`src/rct_map.svh`:
```
// register indexes, field positions and reset values of the reload/compare timer
// Behaviour
// - overflow/match flag, control bit 7, sets on counter wrap or compare match
// - flag stays set until software writes it to zero, never auto-cleared
// - interrupt requested while flag, timer enable and global enable are all set
// - run bit 2 low stops prescaler ticks to both count bytes (captures still reload or clear), high lets counting proceed
// - control bit 0 picks mode: zero auto-reload, one compare
// - reload into counter happens only while reload enable, mode bit 7, is one
// - prescale select gives 1/1, 1/4, 1/16, 1/32, 1/64, 1/128, 1/256, 1/512
// - capture event copies current count bytes into the reload/compare pair
// - auto-reload mode with capture clear set zeroes counter after capture
// - compare mode with match clear set zeroes counter after a match
// - reload trigger: 00 overflow, 01/10/11 capture channel 0/1/2
// - compare mode compares counter against the reload/compare pair
// - auto-reload mode loads the reload/compare pair into the counter
// - two count bytes form one 16-bit up-counter, each byte software accessible
// - control, low reload/compare byte and low count byte reset to zero
`ifndef RCT_MAP_SVH
`define RCT_MAP_SVH

// register indexes; byte address is four times the index
`define RCT_IDX_CTRL    8'hc8
`define RCT_IDX_MODE    8'hc9
`define RCT_IDX_RCMPL   8'hca
`define RCT_IDX_RCMPH   8'hcb
`define RCT_IDX_CNTL    8'hcc
`define RCT_IDX_CNTH    8'hcd
`define RCT_IDX_ISTAT   8'hd0
`define RCT_IDX_IMASK   8'hd1

// field positions
`define RCT_CTRL_FLAG   7
`define RCT_CTRL_RUN    2
`define RCT_CTRL_CMP    0
`define RCT_ST_CAP      0
`define RCT_ST_RELOAD   1
`define RCT_MSK_TIMER   0
`define RCT_MSK_CAP     1
`define RCT_MSK_RELOAD  2
`define RCT_MSK_GLOBAL  7

// reset values
`define RCT_CTRL_RST    8'h00
`define RCT_MODE_RST    8'h00
`define RCT_BYTE_RST    8'h00
`define RCT_IRQ_RST     8'h00

// bus answers
`define RCT_RESP_OKAY   2'h0
`define RCT_RESP_SLVERR 2'h2

`endif

```
`src/rct_pkg.sv`:
```
// types shared by the reload/compare timer
package rct_pkg;

   // control register layout
   typedef struct packed {
      logic       flag;
      logic [3:0] rsv_hi;
      logic       run;
      logic       rsv_lo;
      logic       cmp_mode;
   } rct_ctrl_t;

   // mode register layout
   typedef struct packed {
      logic       reload_enable;
      logic [2:0] prescale_select;
      logic       capture_clear_enable;
      logic       match_clear_enable;
      logic [1:0] reload_trigger_select;
   } rct_mode_t;

   typedef enum logic {RCT_WR_COLLECT, RCT_WR_RESP} rct_wr_state_t;
   typedef enum logic {RCT_RD_IDLE, RCT_RD_RESP} rct_rd_state_t;

endpackage : rct_pkg

```
`src/rct_timer.sv`:
```
// reload/compare timer with AXI4-Lite register slave and interrupt output
`include "rct_map.svh"

module rct_timer #(
   parameter int ADDR_W = 12
) (
   input  wire logic              aclk,          // system clock, 250 MHz
   input  wire logic              aresetn,       // synchronous reset, active low
   input  wire logic [ADDR_W-1:0] s_axi_awaddr,  // write address
   input  wire logic              s_axi_awvalid, // write address valid
   output logic                   s_axi_awready, // write address ready
   input  wire logic [31:0]       s_axi_wdata,   // write data
   input  wire logic [3:0]        s_axi_wstrb,   // write byte enables
   input  wire logic              s_axi_wvalid,  // write data valid
   output logic                   s_axi_wready,  // write data ready
   output logic [1:0]             s_axi_bresp,   // write response
   output logic                   s_axi_bvalid,  // write response valid
   input  wire logic              s_axi_bready,  // write response ready
   input  wire logic [ADDR_W-1:0] s_axi_araddr,  // read address
   input  wire logic              s_axi_arvalid, // read address valid
   output logic                   s_axi_arready, // read address ready
   output logic [31:0]            s_axi_rdata,   // read data
   output logic [1:0]             s_axi_rresp,   // read response
   output logic                   s_axi_rvalid,  // read data valid
   input  wire logic              s_axi_rready,  // read data ready
   input  wire logic [2:0]        cap_event,     // capture pulses, same clock
   output logic                   irq            // level interrupt request
);

   // the word index must hold an 8-bit register index
   if (ADDR_W < 10) begin : g_addr_check
      $error("rct_timer: ADDR_W must be at least 10");
   end

   rct_pkg::rct_ctrl_t     ctrl_ff;
   rct_pkg::rct_mode_t     mode_ff;
   rct_pkg::rct_wr_state_t wr_state_ff;
   rct_pkg::rct_rd_state_t rd_state_ff;
   logic [15:0]            cnt_ff;
   logic [15:0]            rcmp_ff;
   logic [8:0]             presc_ff;
   logic [7:0]             istat_ff;
   logic [7:0]             imask_ff;
   logic                   irq_ff;
   logic                   aw_held_ff;
   logic                   w_held_ff;
   logic [ADDR_W-1:0]      aw_addr_ff;
   logic [7:0]             w_byte_ff;
   logic                   w_lane_ff;
   logic                   awready_ff;
   logic                   wready_ff;
   logic                   bvalid_ff;
   logic [1:0]             bresp_ff;
   logic                   arready_ff;
   logic                   rvalid_ff;
   logic [1:0]             rresp_ff;
   logic [31:0]            rdata_ff;

   // word index match against a register index
   function automatic logic reg_hit(input logic [ADDR_W-1:0] a, input logic [7:0] idx);
      return a[ADDR_W-1:2] == (ADDR_W-2)'(idx);
   endfunction : reg_hit

   // last prescaler count for each divide setting
   function automatic logic [8:0] div_last(input logic [2:0] sel);
      case (sel)
         3'h0:    return 9'h000;
         3'h1:    return 9'h003;
         3'h2:    return 9'h00f;
         3'h3:    return 9'h01f;
         3'h4:    return 9'h03f;
         3'h5:    return 9'h07f;
         3'h6:    return 9'h0ff;
         default: return 9'h1ff;
      endcase
   endfunction : div_last

   // known register at this address
   function automatic logic reg_known(input logic [ADDR_W-1:0] a);
      return reg_hit(a, `RCT_IDX_CTRL) | reg_hit(a, `RCT_IDX_MODE) |
             reg_hit(a, `RCT_IDX_RCMPL) | reg_hit(a, `RCT_IDX_RCMPH) |
             reg_hit(a, `RCT_IDX_CNTL) | reg_hit(a, `RCT_IDX_CNTH) |
             reg_hit(a, `RCT_IDX_ISTAT) | reg_hit(a, `RCT_IDX_IMASK);
   endfunction : reg_known

   // ---------------------------------------------------------------- write decode
   logic wr_fire;
   logic wr_en;
   logic wr_ctrl;
   logic wr_mode;
   logic wr_rcmpl;
   logic wr_rcmph;
   logic wr_cntl;
   logic wr_cnth;
   logic wr_istat;
   logic wr_imask;

   // a register write happens once both halves are held; byte lane 0 carries it
   assign wr_fire  = aw_held_ff & w_held_ff & (wr_state_ff == rct_pkg::RCT_WR_COLLECT);
   assign wr_en    = wr_fire & w_lane_ff;
   assign wr_ctrl  = wr_en & reg_hit(aw_addr_ff, `RCT_IDX_CTRL);
   assign wr_mode  = wr_en & reg_hit(aw_addr_ff, `RCT_IDX_MODE);
   assign wr_rcmpl = wr_en & reg_hit(aw_addr_ff, `RCT_IDX_RCMPL);
   assign wr_rcmph = wr_en & reg_hit(aw_addr_ff, `RCT_IDX_RCMPH);
   assign wr_cntl  = wr_en & reg_hit(aw_addr_ff, `RCT_IDX_CNTL);
   assign wr_cnth  = wr_en & reg_hit(aw_addr_ff, `RCT_IDX_CNTH);
   assign wr_istat = wr_en & reg_hit(aw_addr_ff, `RCT_IDX_ISTAT);
   assign wr_imask = wr_en & reg_hit(aw_addr_ff, `RCT_IDX_IMASK);

   // ---------------------------------------------------------------- timer events
   logic tick;
   logic is_ovf;
   logic is_match;
   logic cap_any;
   logic trig_hit;
   logic do_reload;
   logic cnt_wr;

   // prescaler wraps at the selected divide; 000 ticks every cycle
   assign tick     = ctrl_ff.run & (presc_ff == div_last(mode_ff.prescale_select));
   assign is_ovf   = tick & (cnt_ff == 16'hffff);
   assign is_match = tick & ctrl_ff.cmp_mode & (cnt_ff == rcmp_ff);
   assign cap_any  = |cap_event;
   assign cnt_wr   = wr_cntl | wr_cnth;

   // reload source: overflow or one capture channel
   always_comb begin
      case (mode_ff.reload_trigger_select)
         2'h0:    trig_hit = is_ovf;
         2'h1:    trig_hit = cap_event[0];
         2'h2:    trig_hit = cap_event[1];
         default: trig_hit = cap_event[2];
      endcase
   end

   // reload only in auto-reload mode and only while enabled
   assign do_reload = ~ctrl_ff.cmp_mode & mode_ff.reload_enable & trig_hit;

   // prescaler, held at zero while stopped so a restart begins a full period
   always_ff @(posedge aclk) begin
      if (!aresetn || !ctrl_ff.run) begin
         presc_ff <= 9'h000;
      end else if (tick) begin
         presc_ff <= 9'h000;
      end else begin
         presc_ff <= presc_ff + 9'h001;
      end
   end

   // 16-bit counter; software byte writes win over any hardware event
   always_ff @(posedge aclk) begin
      if (!aresetn) begin
         cnt_ff <= {8'h00, `RCT_BYTE_RST};
      end else if (cnt_wr) begin
         if (wr_cntl) begin
            cnt_ff[7:0] <= w_byte_ff;
         end
         if (wr_cnth) begin
            cnt_ff[15:8] <= w_byte_ff;
         end
      end else if (do_reload) begin
         cnt_ff <= rcmp_ff;
      end else if (cap_any && !ctrl_ff.cmp_mode && mode_ff.capture_clear_enable) begin
         cnt_ff <= 16'h0000;
      end else if (is_match && mode_ff.match_clear_enable) begin
         cnt_ff <= 16'h0000;
      end else if (tick) begin
         cnt_ff <= cnt_ff + 16'h0001;
      end
   end

   // reload/compare pair; capture copies the count as it stood before this edge
   always_ff @(posedge aclk) begin
      if (!aresetn) begin
         rcmp_ff <= {8'h00, `RCT_BYTE_RST};
      end else if (wr_rcmpl || wr_rcmph) begin
         if (wr_rcmpl) begin
            rcmp_ff[7:0] <= w_byte_ff;
         end
         if (wr_rcmph) begin
            rcmp_ff[15:8] <= w_byte_ff;
         end
      end else if (cap_any) begin
         rcmp_ff <= cnt_ff;
      end
   end

   // control and mode; flag sets beat a software clear in the same cycle
   always_ff @(posedge aclk) begin
      if (!aresetn) begin
         ctrl_ff <= `RCT_CTRL_RST;
         mode_ff <= `RCT_MODE_RST;
      end else begin
         if (wr_ctrl) begin
            ctrl_ff.run      <= w_byte_ff[`RCT_CTRL_RUN];
            ctrl_ff.cmp_mode <= w_byte_ff[`RCT_CTRL_CMP];
         end
         if (is_ovf || is_match) begin
            ctrl_ff.flag <= 1'b1;
         end else if (wr_ctrl) begin
            ctrl_ff.flag <= w_byte_ff[`RCT_CTRL_FLAG];
         end
         if (wr_mode) begin
            mode_ff <= w_byte_ff;
         end
      end
   end

   // sticky capture and reload status, write one to clear, set wins
   always_ff @(posedge aclk) begin
      if (!aresetn) begin
         istat_ff <= `RCT_IRQ_RST;
         imask_ff <= `RCT_IRQ_RST;
      end else begin
         if (cap_any) begin
            istat_ff[`RCT_ST_CAP] <= 1'b1;
         end else if (wr_istat && w_byte_ff[`RCT_ST_CAP]) begin
            istat_ff[`RCT_ST_CAP] <= 1'b0;
         end
         if (do_reload) begin
            istat_ff[`RCT_ST_RELOAD] <= 1'b1;
         end else if (wr_istat && w_byte_ff[`RCT_ST_RELOAD]) begin
            istat_ff[`RCT_ST_RELOAD] <= 1'b0;
         end
         if (wr_imask) begin
            imask_ff <= w_byte_ff;
         end
      end
   end

   // interrupt level, one cycle behind the bits that raise it
   always_ff @(posedge aclk) begin
      if (!aresetn) begin
         irq_ff <= 1'b0;
      end else begin
         irq_ff <= imask_ff[`RCT_MSK_GLOBAL] &
                   ((ctrl_ff.flag & imask_ff[`RCT_MSK_TIMER]) |
                    (istat_ff[`RCT_ST_CAP] & imask_ff[`RCT_MSK_CAP]) |
                    (istat_ff[`RCT_ST_RELOAD] & imask_ff[`RCT_MSK_RELOAD]));
      end
   end

   // ---------------------------------------------------------------- write channel
   // address and data are taken in either order; ready drops until the response
   always_ff @(posedge aclk) begin
      if (!aresetn) begin
         wr_state_ff <= rct_pkg::RCT_WR_COLLECT;
         aw_held_ff  <= 1'b0;
         w_held_ff   <= 1'b0;
         aw_addr_ff  <= '0;
         w_byte_ff   <= 8'h00;
         w_lane_ff   <= 1'b0;
         awready_ff  <= 1'b1;
         wready_ff   <= 1'b1;
         bvalid_ff   <= 1'b0;
         bresp_ff    <= `RCT_RESP_OKAY;
      end else begin
         case (wr_state_ff)
            rct_pkg::RCT_WR_COLLECT: begin
               if (s_axi_awvalid && awready_ff) begin
                  aw_held_ff <= 1'b1;
                  aw_addr_ff <= s_axi_awaddr;
                  awready_ff <= 1'b0;
               end
               if (s_axi_wvalid && wready_ff) begin
                  w_held_ff <= 1'b1;
                  w_byte_ff <= s_axi_wdata[7:0];
                  w_lane_ff <= s_axi_wstrb[0];
                  wready_ff <= 1'b0;
               end
               if (wr_fire) begin
                  aw_held_ff  <= 1'b0;
                  w_held_ff   <= 1'b0;
                  bvalid_ff   <= 1'b1;
                  bresp_ff    <= reg_known(aw_addr_ff) ? `RCT_RESP_OKAY : `RCT_RESP_SLVERR;
                  wr_state_ff <= rct_pkg::RCT_WR_RESP;
               end
            end
            rct_pkg::RCT_WR_RESP: begin
               if (s_axi_bready) begin
                  bvalid_ff   <= 1'b0;
                  awready_ff  <= 1'b1;
                  wready_ff   <= 1'b1;
                  wr_state_ff <= rct_pkg::RCT_WR_COLLECT;
               end
            end
            default: wr_state_ff <= rct_pkg::RCT_WR_COLLECT;
         endcase
      end
   end

   // ---------------------------------------------------------------- read channel
   logic [7:0] rd_byte;

   // read mux; reserved control bits read zero
   always_comb begin
      rd_byte = 8'h00;
      if (reg_hit(s_axi_araddr, `RCT_IDX_CTRL)) begin
         rd_byte = {ctrl_ff.flag, 4'h0, ctrl_ff.run, 1'b0, ctrl_ff.cmp_mode};
      end else if (reg_hit(s_axi_araddr, `RCT_IDX_MODE)) begin
         rd_byte = mode_ff;
      end else if (reg_hit(s_axi_araddr, `RCT_IDX_RCMPL)) begin
         rd_byte = rcmp_ff[7:0];
      end else if (reg_hit(s_axi_araddr, `RCT_IDX_RCMPH)) begin
         rd_byte = rcmp_ff[15:8];
      end else if (reg_hit(s_axi_araddr, `RCT_IDX_CNTL)) begin
         rd_byte = cnt_ff[7:0];
      end else if (reg_hit(s_axi_araddr, `RCT_IDX_CNTH)) begin
         rd_byte = cnt_ff[15:8];
      end else if (reg_hit(s_axi_araddr, `RCT_IDX_ISTAT)) begin
         rd_byte = istat_ff;
      end else if (reg_hit(s_axi_araddr, `RCT_IDX_IMASK)) begin
         rd_byte = imask_ff;
      end
   end

   // one read in flight; data answers one cycle after the address is taken
   always_ff @(posedge aclk) begin
      if (!aresetn) begin
         rd_state_ff <= rct_pkg::RCT_RD_IDLE;
         arready_ff  <= 1'b1;
         rvalid_ff   <= 1'b0;
         rresp_ff    <= `RCT_RESP_OKAY;
         rdata_ff    <= 32'h0000_0000;
      end else begin
         case (rd_state_ff)
            rct_pkg::RCT_RD_IDLE: begin
               if (s_axi_arvalid) begin
                  arready_ff  <= 1'b0;
                  rvalid_ff   <= 1'b1;
                  rdata_ff    <= {24'h00_0000, rd_byte};
                  rresp_ff    <= reg_known(s_axi_araddr) ? `RCT_RESP_OKAY : `RCT_RESP_SLVERR;
                  rd_state_ff <= rct_pkg::RCT_RD_RESP;
               end
            end
            rct_pkg::RCT_RD_RESP: begin
               if (s_axi_rready) begin
                  rvalid_ff   <= 1'b0;
                  arready_ff  <= 1'b1;
                  rd_state_ff <= rct_pkg::RCT_RD_IDLE;
               end
            end
            default: rd_state_ff <= rct_pkg::RCT_RD_IDLE;
         endcase
      end
   end

   assign s_axi_awready = awready_ff;
   assign s_axi_wready  = wready_ff;
   assign s_axi_bvalid  = bvalid_ff;
   assign s_axi_bresp   = bresp_ff;
   assign s_axi_arready = arready_ff;
   assign s_axi_rvalid  = rvalid_ff;
   assign s_axi_rresp   = rresp_ff;
   assign s_axi_rdata   = rdata_ff;
   assign irq           = irq_ff;
endmodule : rct_timer

```
`config.mk`:
```
export PLATFORM = sky130hd
export DESIGN_NAME = rct_timer
export DESIGN_NICKNAME = d
export VERILOG_FILES = /design/src/rct_pkg.sv /design/src/rct_timer.sv
export VERILOG_INCLUDE_DIRS = /design/src
export SDC_FILE = /design/constraint.sdc
export NUM_CORES = 1
export LEC_CHECK = 0
export BUFFER_PORTS_ARGS = -buffer_cell sky130_fd_sc_hd__buf_2
export CAP_MARGIN = 5
export CORE_MARGIN = 5
export CORE_UTILIZATION = 41
export CTS_CLUSTER_DIAMETER = 100
export DETAILED_ROUTE_END_ITERATION = 16
export MAX_ROUTING_LAYER = met4
export SYNTH_ARGS = -nofsm -noshare
export SYNTH_HDL_FRONTEND = slang
export SYNTH_SLANG_ARGS = --single-unit
```
`constraint.sdc`:
```
create_clock -name aclk -period 2.8 [get_ports aclk]
set_input_delay 0.14 -clock aclk [delete_from_list [all_inputs] [get_ports aclk]]
set_output_delay 0.14 -clock aclk [all_outputs]
set_load 0.01 [all_outputs]
```
==> impl_metrics.tcl, run 1 <==
set metrics [dict create \
    avgSynthCellArea_sq_um 8.11 \
    track_usage_pct 21.3 \
    rsz0062_at_grt "false" \
    cts-root-buf "clkbuf_16" \
    holdWs_ns 0.0210 \
    clock.fmax_mhz 398 \
    period_share_pct 89.7 \
    hold_buffers 0 \
    tns_ns 0 \
    dieWidth_um 131 \
    crit_type "register to register" \
    status "finished clean" \
    synthesis.area_sq_um 6030 \
    utilization_pct 46.4 \
    cts_sinks 101 \
    final_hold_viol_count 0 \
    synth.largest_area_cell "dfxtp_1" \
    final.setup_skew_ns 0.0137 \
    h-tree-depth 3 \
    antenna_found_initial 0 \
    die_y_um 131 \
    yosysUniqueCellTypes 81 \
    cts_buffer_depth 2 \
    drv_cap 0 \
    synthArstFlopShare_pct 0 \
    gp_congestion 0.946 \
    cts_resized 0 \
    cts_tree "done" \
    p_sw_mw 0.833 \
    combPwrFrac_pct 7.5 \
    rr_worst_depth 8 \
    yosysSeqAreaShare_pct 33.6 \
    drc 0 \
    finalWorstSetupSlack_ns 0.288 \
    ant_nets 0 \
    ir_drop_uv 265 \
    synthTopCellsByArea "dfxtp_1 (34%), nand2_1 (6.0%), mux2i_1 (5.8%), buf_4 (3.7%), a21oi_1 (3.6%)" \
    num_rows 44 \
    core_sq_um 14500 \
    first_pass_iters 6 \
    synth_seq_cells 101 \
    synth_ff_type "dfxtp_1" \
    worst_slew_pin_slew_ns 0.902 \
    numCtsBuffers 9 \
    swShare_pct 27.5 \
    antennaDiodeCount 0 \
    seqPwrFrac_pct 50.4 \
    die_area_sq_um 17200 \
    areaGrowthSynthToFinish_pct 11.5 \
    p_int_mw 2.20 \
    clock_power_share_pct 42.1 \
    hpwl_mm 13.7 \
    instances_no_fill 973 \
    setup_violations 0 \
    maxSlewHeadroom_pct 39.8 \
    vias_per_cell 5.74 \
    slew_viol_final 0 \
    wirelength_mm 18.5 \
    clkSlewWorstSetupHoldPaths_ns 0.08 \
    vias 5587 \
    hold_class "input port to register" \
    n_fill_cell 1432 \
    min_path_cells 3 \
    layout_commonest_cell "dfxtp_1" \
    grt_overflow 0 \
    portBuffers 54 \
    dp.cells 957 \
    p_per_area_nw_per_um2 451 \
    yosysTopAreaCellShare_pct 33.6 \
    pre_cts_ws_ns 0.381 \
    initial_utilization_pct 41.6 \
    worstSetupStartpointType "register" \
    period_minus_slack_ns 2.51 \
    wire_per_inst_um 19.0 \
    grt_pass1_vias 5256 \
    worstPathRequired_ns 3.04 \
    grt_max_degree 39 \
    cts_setup_buffers 0 \
    ios 112 \
    grt_pass1_wl_mm 28.8 \
    leakagePower_nw 2.85 \
    final_cell_mix "dfxtp_1 (101), nand2_1 (97), buf_2 (54)" \
    synth_edf_count 0 \
    total_power_mw 3.03 \
    dpl_cell_area_sq_um 6420 \
    layout-drive-gt1-share_pct 16.9 \
    postLayoutCellArea_sq_um 6720 \
    reg2reg_slack_ns 0.29 \
    nets 856 \
    yosys_warnings 0 \
    setup.worst_path.end_class "register" \
    drt_iter0_drc 569 \
    crit_fanout 20 \
    synthCells 743 \
    insertion_delay_ns 0.36 \
    cp.arrival_ns 2.76 \
]
cells in the mapped netlist, types with 14 or more instances:
cell type,n
dfxtp_1,101
a21oi_1,43
nor2b_1,29
a21boi_0,24
buf_4,30
nand3_1,35
o22ai_1,14
clkbuf_1,27
nand4_1,14
nand2_1,97
xnor2_1,16
nor2_1,42
buf_2,23
mux2i_1,35
o21ai_0,37
o211a_1,18
registers in the layout, indices dropped and copies added (netlist names), 2 cells and up:
name / count
cnt_ff: 16
rcmp_ff: 16
aw_addr_ff: 10
presc_ff: 9
imask_ff: 8
mode_ff: 8
s_axi_rdata: 8
w_byte_ff: 8
ctrl_ff: 3
istat_ff: 2
power groups by stage:
stage                     combinational (mW)  clock, mW  sequential [mW]
after floorplan                        0.182          0             1.54
after detailed placement               0.225          0             1.56
after global routing                   0.253       1.36             1.53
after CTS                              0.227       1.30             1.53
after global placement                 0.220          0             1.56
final                                  0.227       1.28             1.53
worst paths after layout:
kind	to	start
worst max-delay path	cnt_ff[1]	mode_ff[5]
worst min-delay path	aw_addr_ff[4]	s_axi_awaddr[4]
worst max register to register	cnt_ff[1]	mode_ff[5]
worst min register to register	irq	imask_ff[7]
kinds of logic (layout without fill, tap and decap cells):
group	count (synthesis)	count (layout)	synth area share, %
compound gates	203	203	23.7
xor+xnor	23	23	3.34
fa+ha+maj	2	2	0.415
buf+inv	95	116	8.28
flops	101	101	33.6
mux	38	38	6.37
other cells	1	26	0.0622
simple gates	280	280	24.2
critical path, stage by stage (launching register included):
cell	delay (ns)
dfxtp_1	0.65
nor4bb_1	0.36
a21oi_1	0.10
a22o_1	0.26
o21ai_1	0.23
a221oi_2	0.10
buf_4	0.23
a221oi_1	0.35
a21oi_1	0.11
area by class of cell:
| class | count | area [sq um] | share of cell area (%) |
|---|---|---|---|
| timing repair buffer | 86 | 510 | 7.60 |
| multi-input combinational | 572 | 3600 | 53.6 |
| tap | 184 | 230 | 3.43 |
| sequential | 101 | 2020 | 30.1 |
| inverter | 14 | 52.6 | 0.782 |
| clock buffer | 9 | 225 | 3.35 |
| clock inverter | 7 | 75.1 | 1.12 |
layer usage:
layer / track usage, % / wire length, um
met3: 4.32 / 1310
met5: - / 0
met1: 27.4 / 8110
met4: 8.26 / 601
met2: 33.0 / 8430
Power figures use the tool's default switching activity.
==> inputs of run 2 (changes only) <==
==> constraint.sdc (replaced) <==
create_clock -name aclk -period 2.8 [get_ports aclk]
set_input_delay 0.84 -clock aclk [delete_from_list [all_inputs] [get_ports aclk]]
set_output_delay 0.84 -clock aclk [all_outputs]
set_load 0.01 [all_outputs]
==> run 2 against run 1 <==
Net effect: combinational power is 7% higher; final area is 2.0% higher; clock power hardly changed; non-clock buffer count is 17 higher; clock skew is 0.0057 ns lower; first-iteration DRC count is 20% lower; maximum frequency is 3.0% lower; power is 0.32% higher; die area stayed put; via count is 1.3% higher; critical path type unchanged; largest power group unchanged; highest routed layer unchanged.
==> impl_metrics.tcl, run 2 (synthesized netlist as in run 1, its figures left out) <==
set metrics [dict create \
    status "finished clean" \
    timing.rr.end "cnt_ff[8]" \
    clkSlewWorstSetupHoldPaths_ns 0.07 \
    hold_class "register to register" \
    num_rows 44 \
    instances_no_fill 990 \
    holdPathEnd "aw_addr_ff[9]" \
    antenna_found_initial 0 \
    hold_buffers 0 \
    setup.worst_path.end_class "register" \
    drt_iter0_drc 456 \
    track_usage_pct 22.0 \
    numCtsBuffers 9 \
    top_regs "cnt_ff: 16 flops, rcmp_ff: 16 flops, aw_addr_ff: 10 flops" \
    rsz0062_at_grt "false" \
    initial_utilization_pct 41.6 \
    ios 112 \
    ir_drop_uv 296 \
    cts_buffer_depth 2 \
    tns_ns 0 \
    ant_nets 0 \
    nets 873 \
    areaGrowthSynthToFinish_pct 13.8 \
    setup_violations 0 \
    pre_cts_ws_ns 0.0354 \
    final_hold_viol_count 0 \
    drv_cap 0 \
    vias_per_cell 5.71 \
    h-tree-depth 3 \
    rr_worst_depth 8 \
    cts_tree "done" \
    worstPathRequired_ns 3.09 \
    leakagePower_nw 2.94 \
    insertion_delay_ns 0.37 \
    cp_num_buf_inv 1 \
    vias 5657 \
    hpwl_mm 14.1 \
    cts-root-buf "clkbuf_16" \
    final_cell_mix "dfxtp_1 (100), nand2_1 (97), buf_2 (54)" \
    p_per_area_nw_per_um2 443 \
    period_minus_slack_ns 2.59 \
    crit_fanout 14 \
    final.setup_skew_ns 0.00800 \
    cp.arrival_ns 2.88 \
    gp_congestion 0.965 \
    min_path_cells 2 \
    worst_slew_pin_slew_ns 0.840 \
    first_pass_iters 5 \
    worstSetupStartpointType "register" \
    slowest_stage "dfxtp_1" \
    period_share_pct 92.5 \
    worstPathCellList "nor4bb_1 -> a21oi_1 -> a22o_1 -> nor2_2 -> buf_4 -> o32a_1 -> nand2_1 -> o22ai_1" \
    grt_pass1_vias 5357 \
    reg2reg_slack_ns 0.21 \
    core_sq_um 14500 \
    n_fill_cell 1438 \
    cts_sinks 101 \
    dieWidth_um 131 \
    hold_start "aw_addr_ff[9]" \
    finalWorstSetupSlack_ns 0.210 \
    drc 0 \
    die_area_sq_um 17200 \
    grt_max_degree 27 \
    slew_viol_final 0 \
    dp.cells 973 \
    maxSlewHeadroom_pct 44.0 \
    critPathTopFamily "compound AO/OA/AOI/OAI gates" \
    clock.fmax_mhz 386 \
    layout-drive-gt1-share_pct 18.6 \
    layout_commonest_cell "dfxtp_1" \
    wire_per_inst_um 18.9 \
    antennaDiodeCount 0 \
    die_y_um 131 \
    slowest_delay_ns 0.65 \
    wirelength_mm 18.7 \
    grt_overflow 0 \
    rr_startpoint "mode_ff[5]" \
    grt_pass1_wl_mm 29.8 \
    crit_type "register to register" \
    portBuffers 54 \
]
run 2: cell types whose count changed in the layout (fill, tap and decap cells not counted), sizes merged:
cell      delta
buf         +17
clkbuf       +2
inv          -2
clkinv       +1
clkinvlp     -1
run 2: how the worst max path moves through the flow:
stage | slack, ns | end | start | cells after the start
finish | 0.21 | cnt_ff[8] | mode_ff[5] | 8
global route | 0.005 | cnt_ff[12] | cnt_ff[11] | 7
CTS | 0.18 | cnt_ff[14] | cnt_ff[8] | 8
detailed placement | 0.04 | cnt_ff[10] | mode_ff[5] | 8
global placement | 0.04 | cnt_ff[10] | cap_event[0] | 7
floorplan | 0.32 | s_axi_rdata[5] | s_axi_araddr[7] | 7
run 2: stage by stage:
step           cell area (sq um)  power [mW]  hold WS (ns)  util (%)
6_report                    6860        3.04         0.469      47.4
5_1_grt                     6860        3.15         0.498      47.4
4_1_cts                     6850        3.06         0.467      47.3
3_5_place_dp                6540        1.80         0.456      45.2
3_3_place_gp                6540        1.79         0.449      45.2
2_1_floorplan               6120        1.72         0.423         -
run 2: cell type report:
type	count	area [sq um]	share of cell area, %
Clock buffer	11	243	3.54
Clock inverter	5	53.8	0.785
Inverter	14	52.6	0.766
Multi-Input combinational cell	572	3620	52.7
Sequential cell	101	2020	29.5
Tap cell	184	230	3.36
Timing Repair Buffer	103	638	9.31
run 2: layer usage:
layer / global-route usage, % / wire length [um] / vias to the layer above
met5: - / 0 / -
met4: 7.79 / 575 / 0
met3: 4.82 / 1130 / 46
met2: 36.0 / 8910 / 213
met1: 26.7 / 8070 / 2663
li1: - / - / 2735
run 2: power by group:
group	switching [mW]	total, mW	internal (mW)
sequential	0.0533	1.53	1.47
clock	0.622	1.27	0.649
combinational	0.144	0.243	0.0993
run 2: what timing repair did:
action,CTS,global route
pin swaps,0,1
buffers inserted,0,1
setup endpoints to repair,2,8
resized for setup,1,1
endpoints found under the hold margin,0,0
cloned,0,0
run 2: worst register-to-register path: cells and delay by family (launching register included):
kind / cells / cell delay [ns]
AOI/OAI and AO/OA: 4 / 0.83
buffers and inverters: 1 / 0.26
DFF: 1 / 0.65
and+or+nand+nor: 3 / 0.78
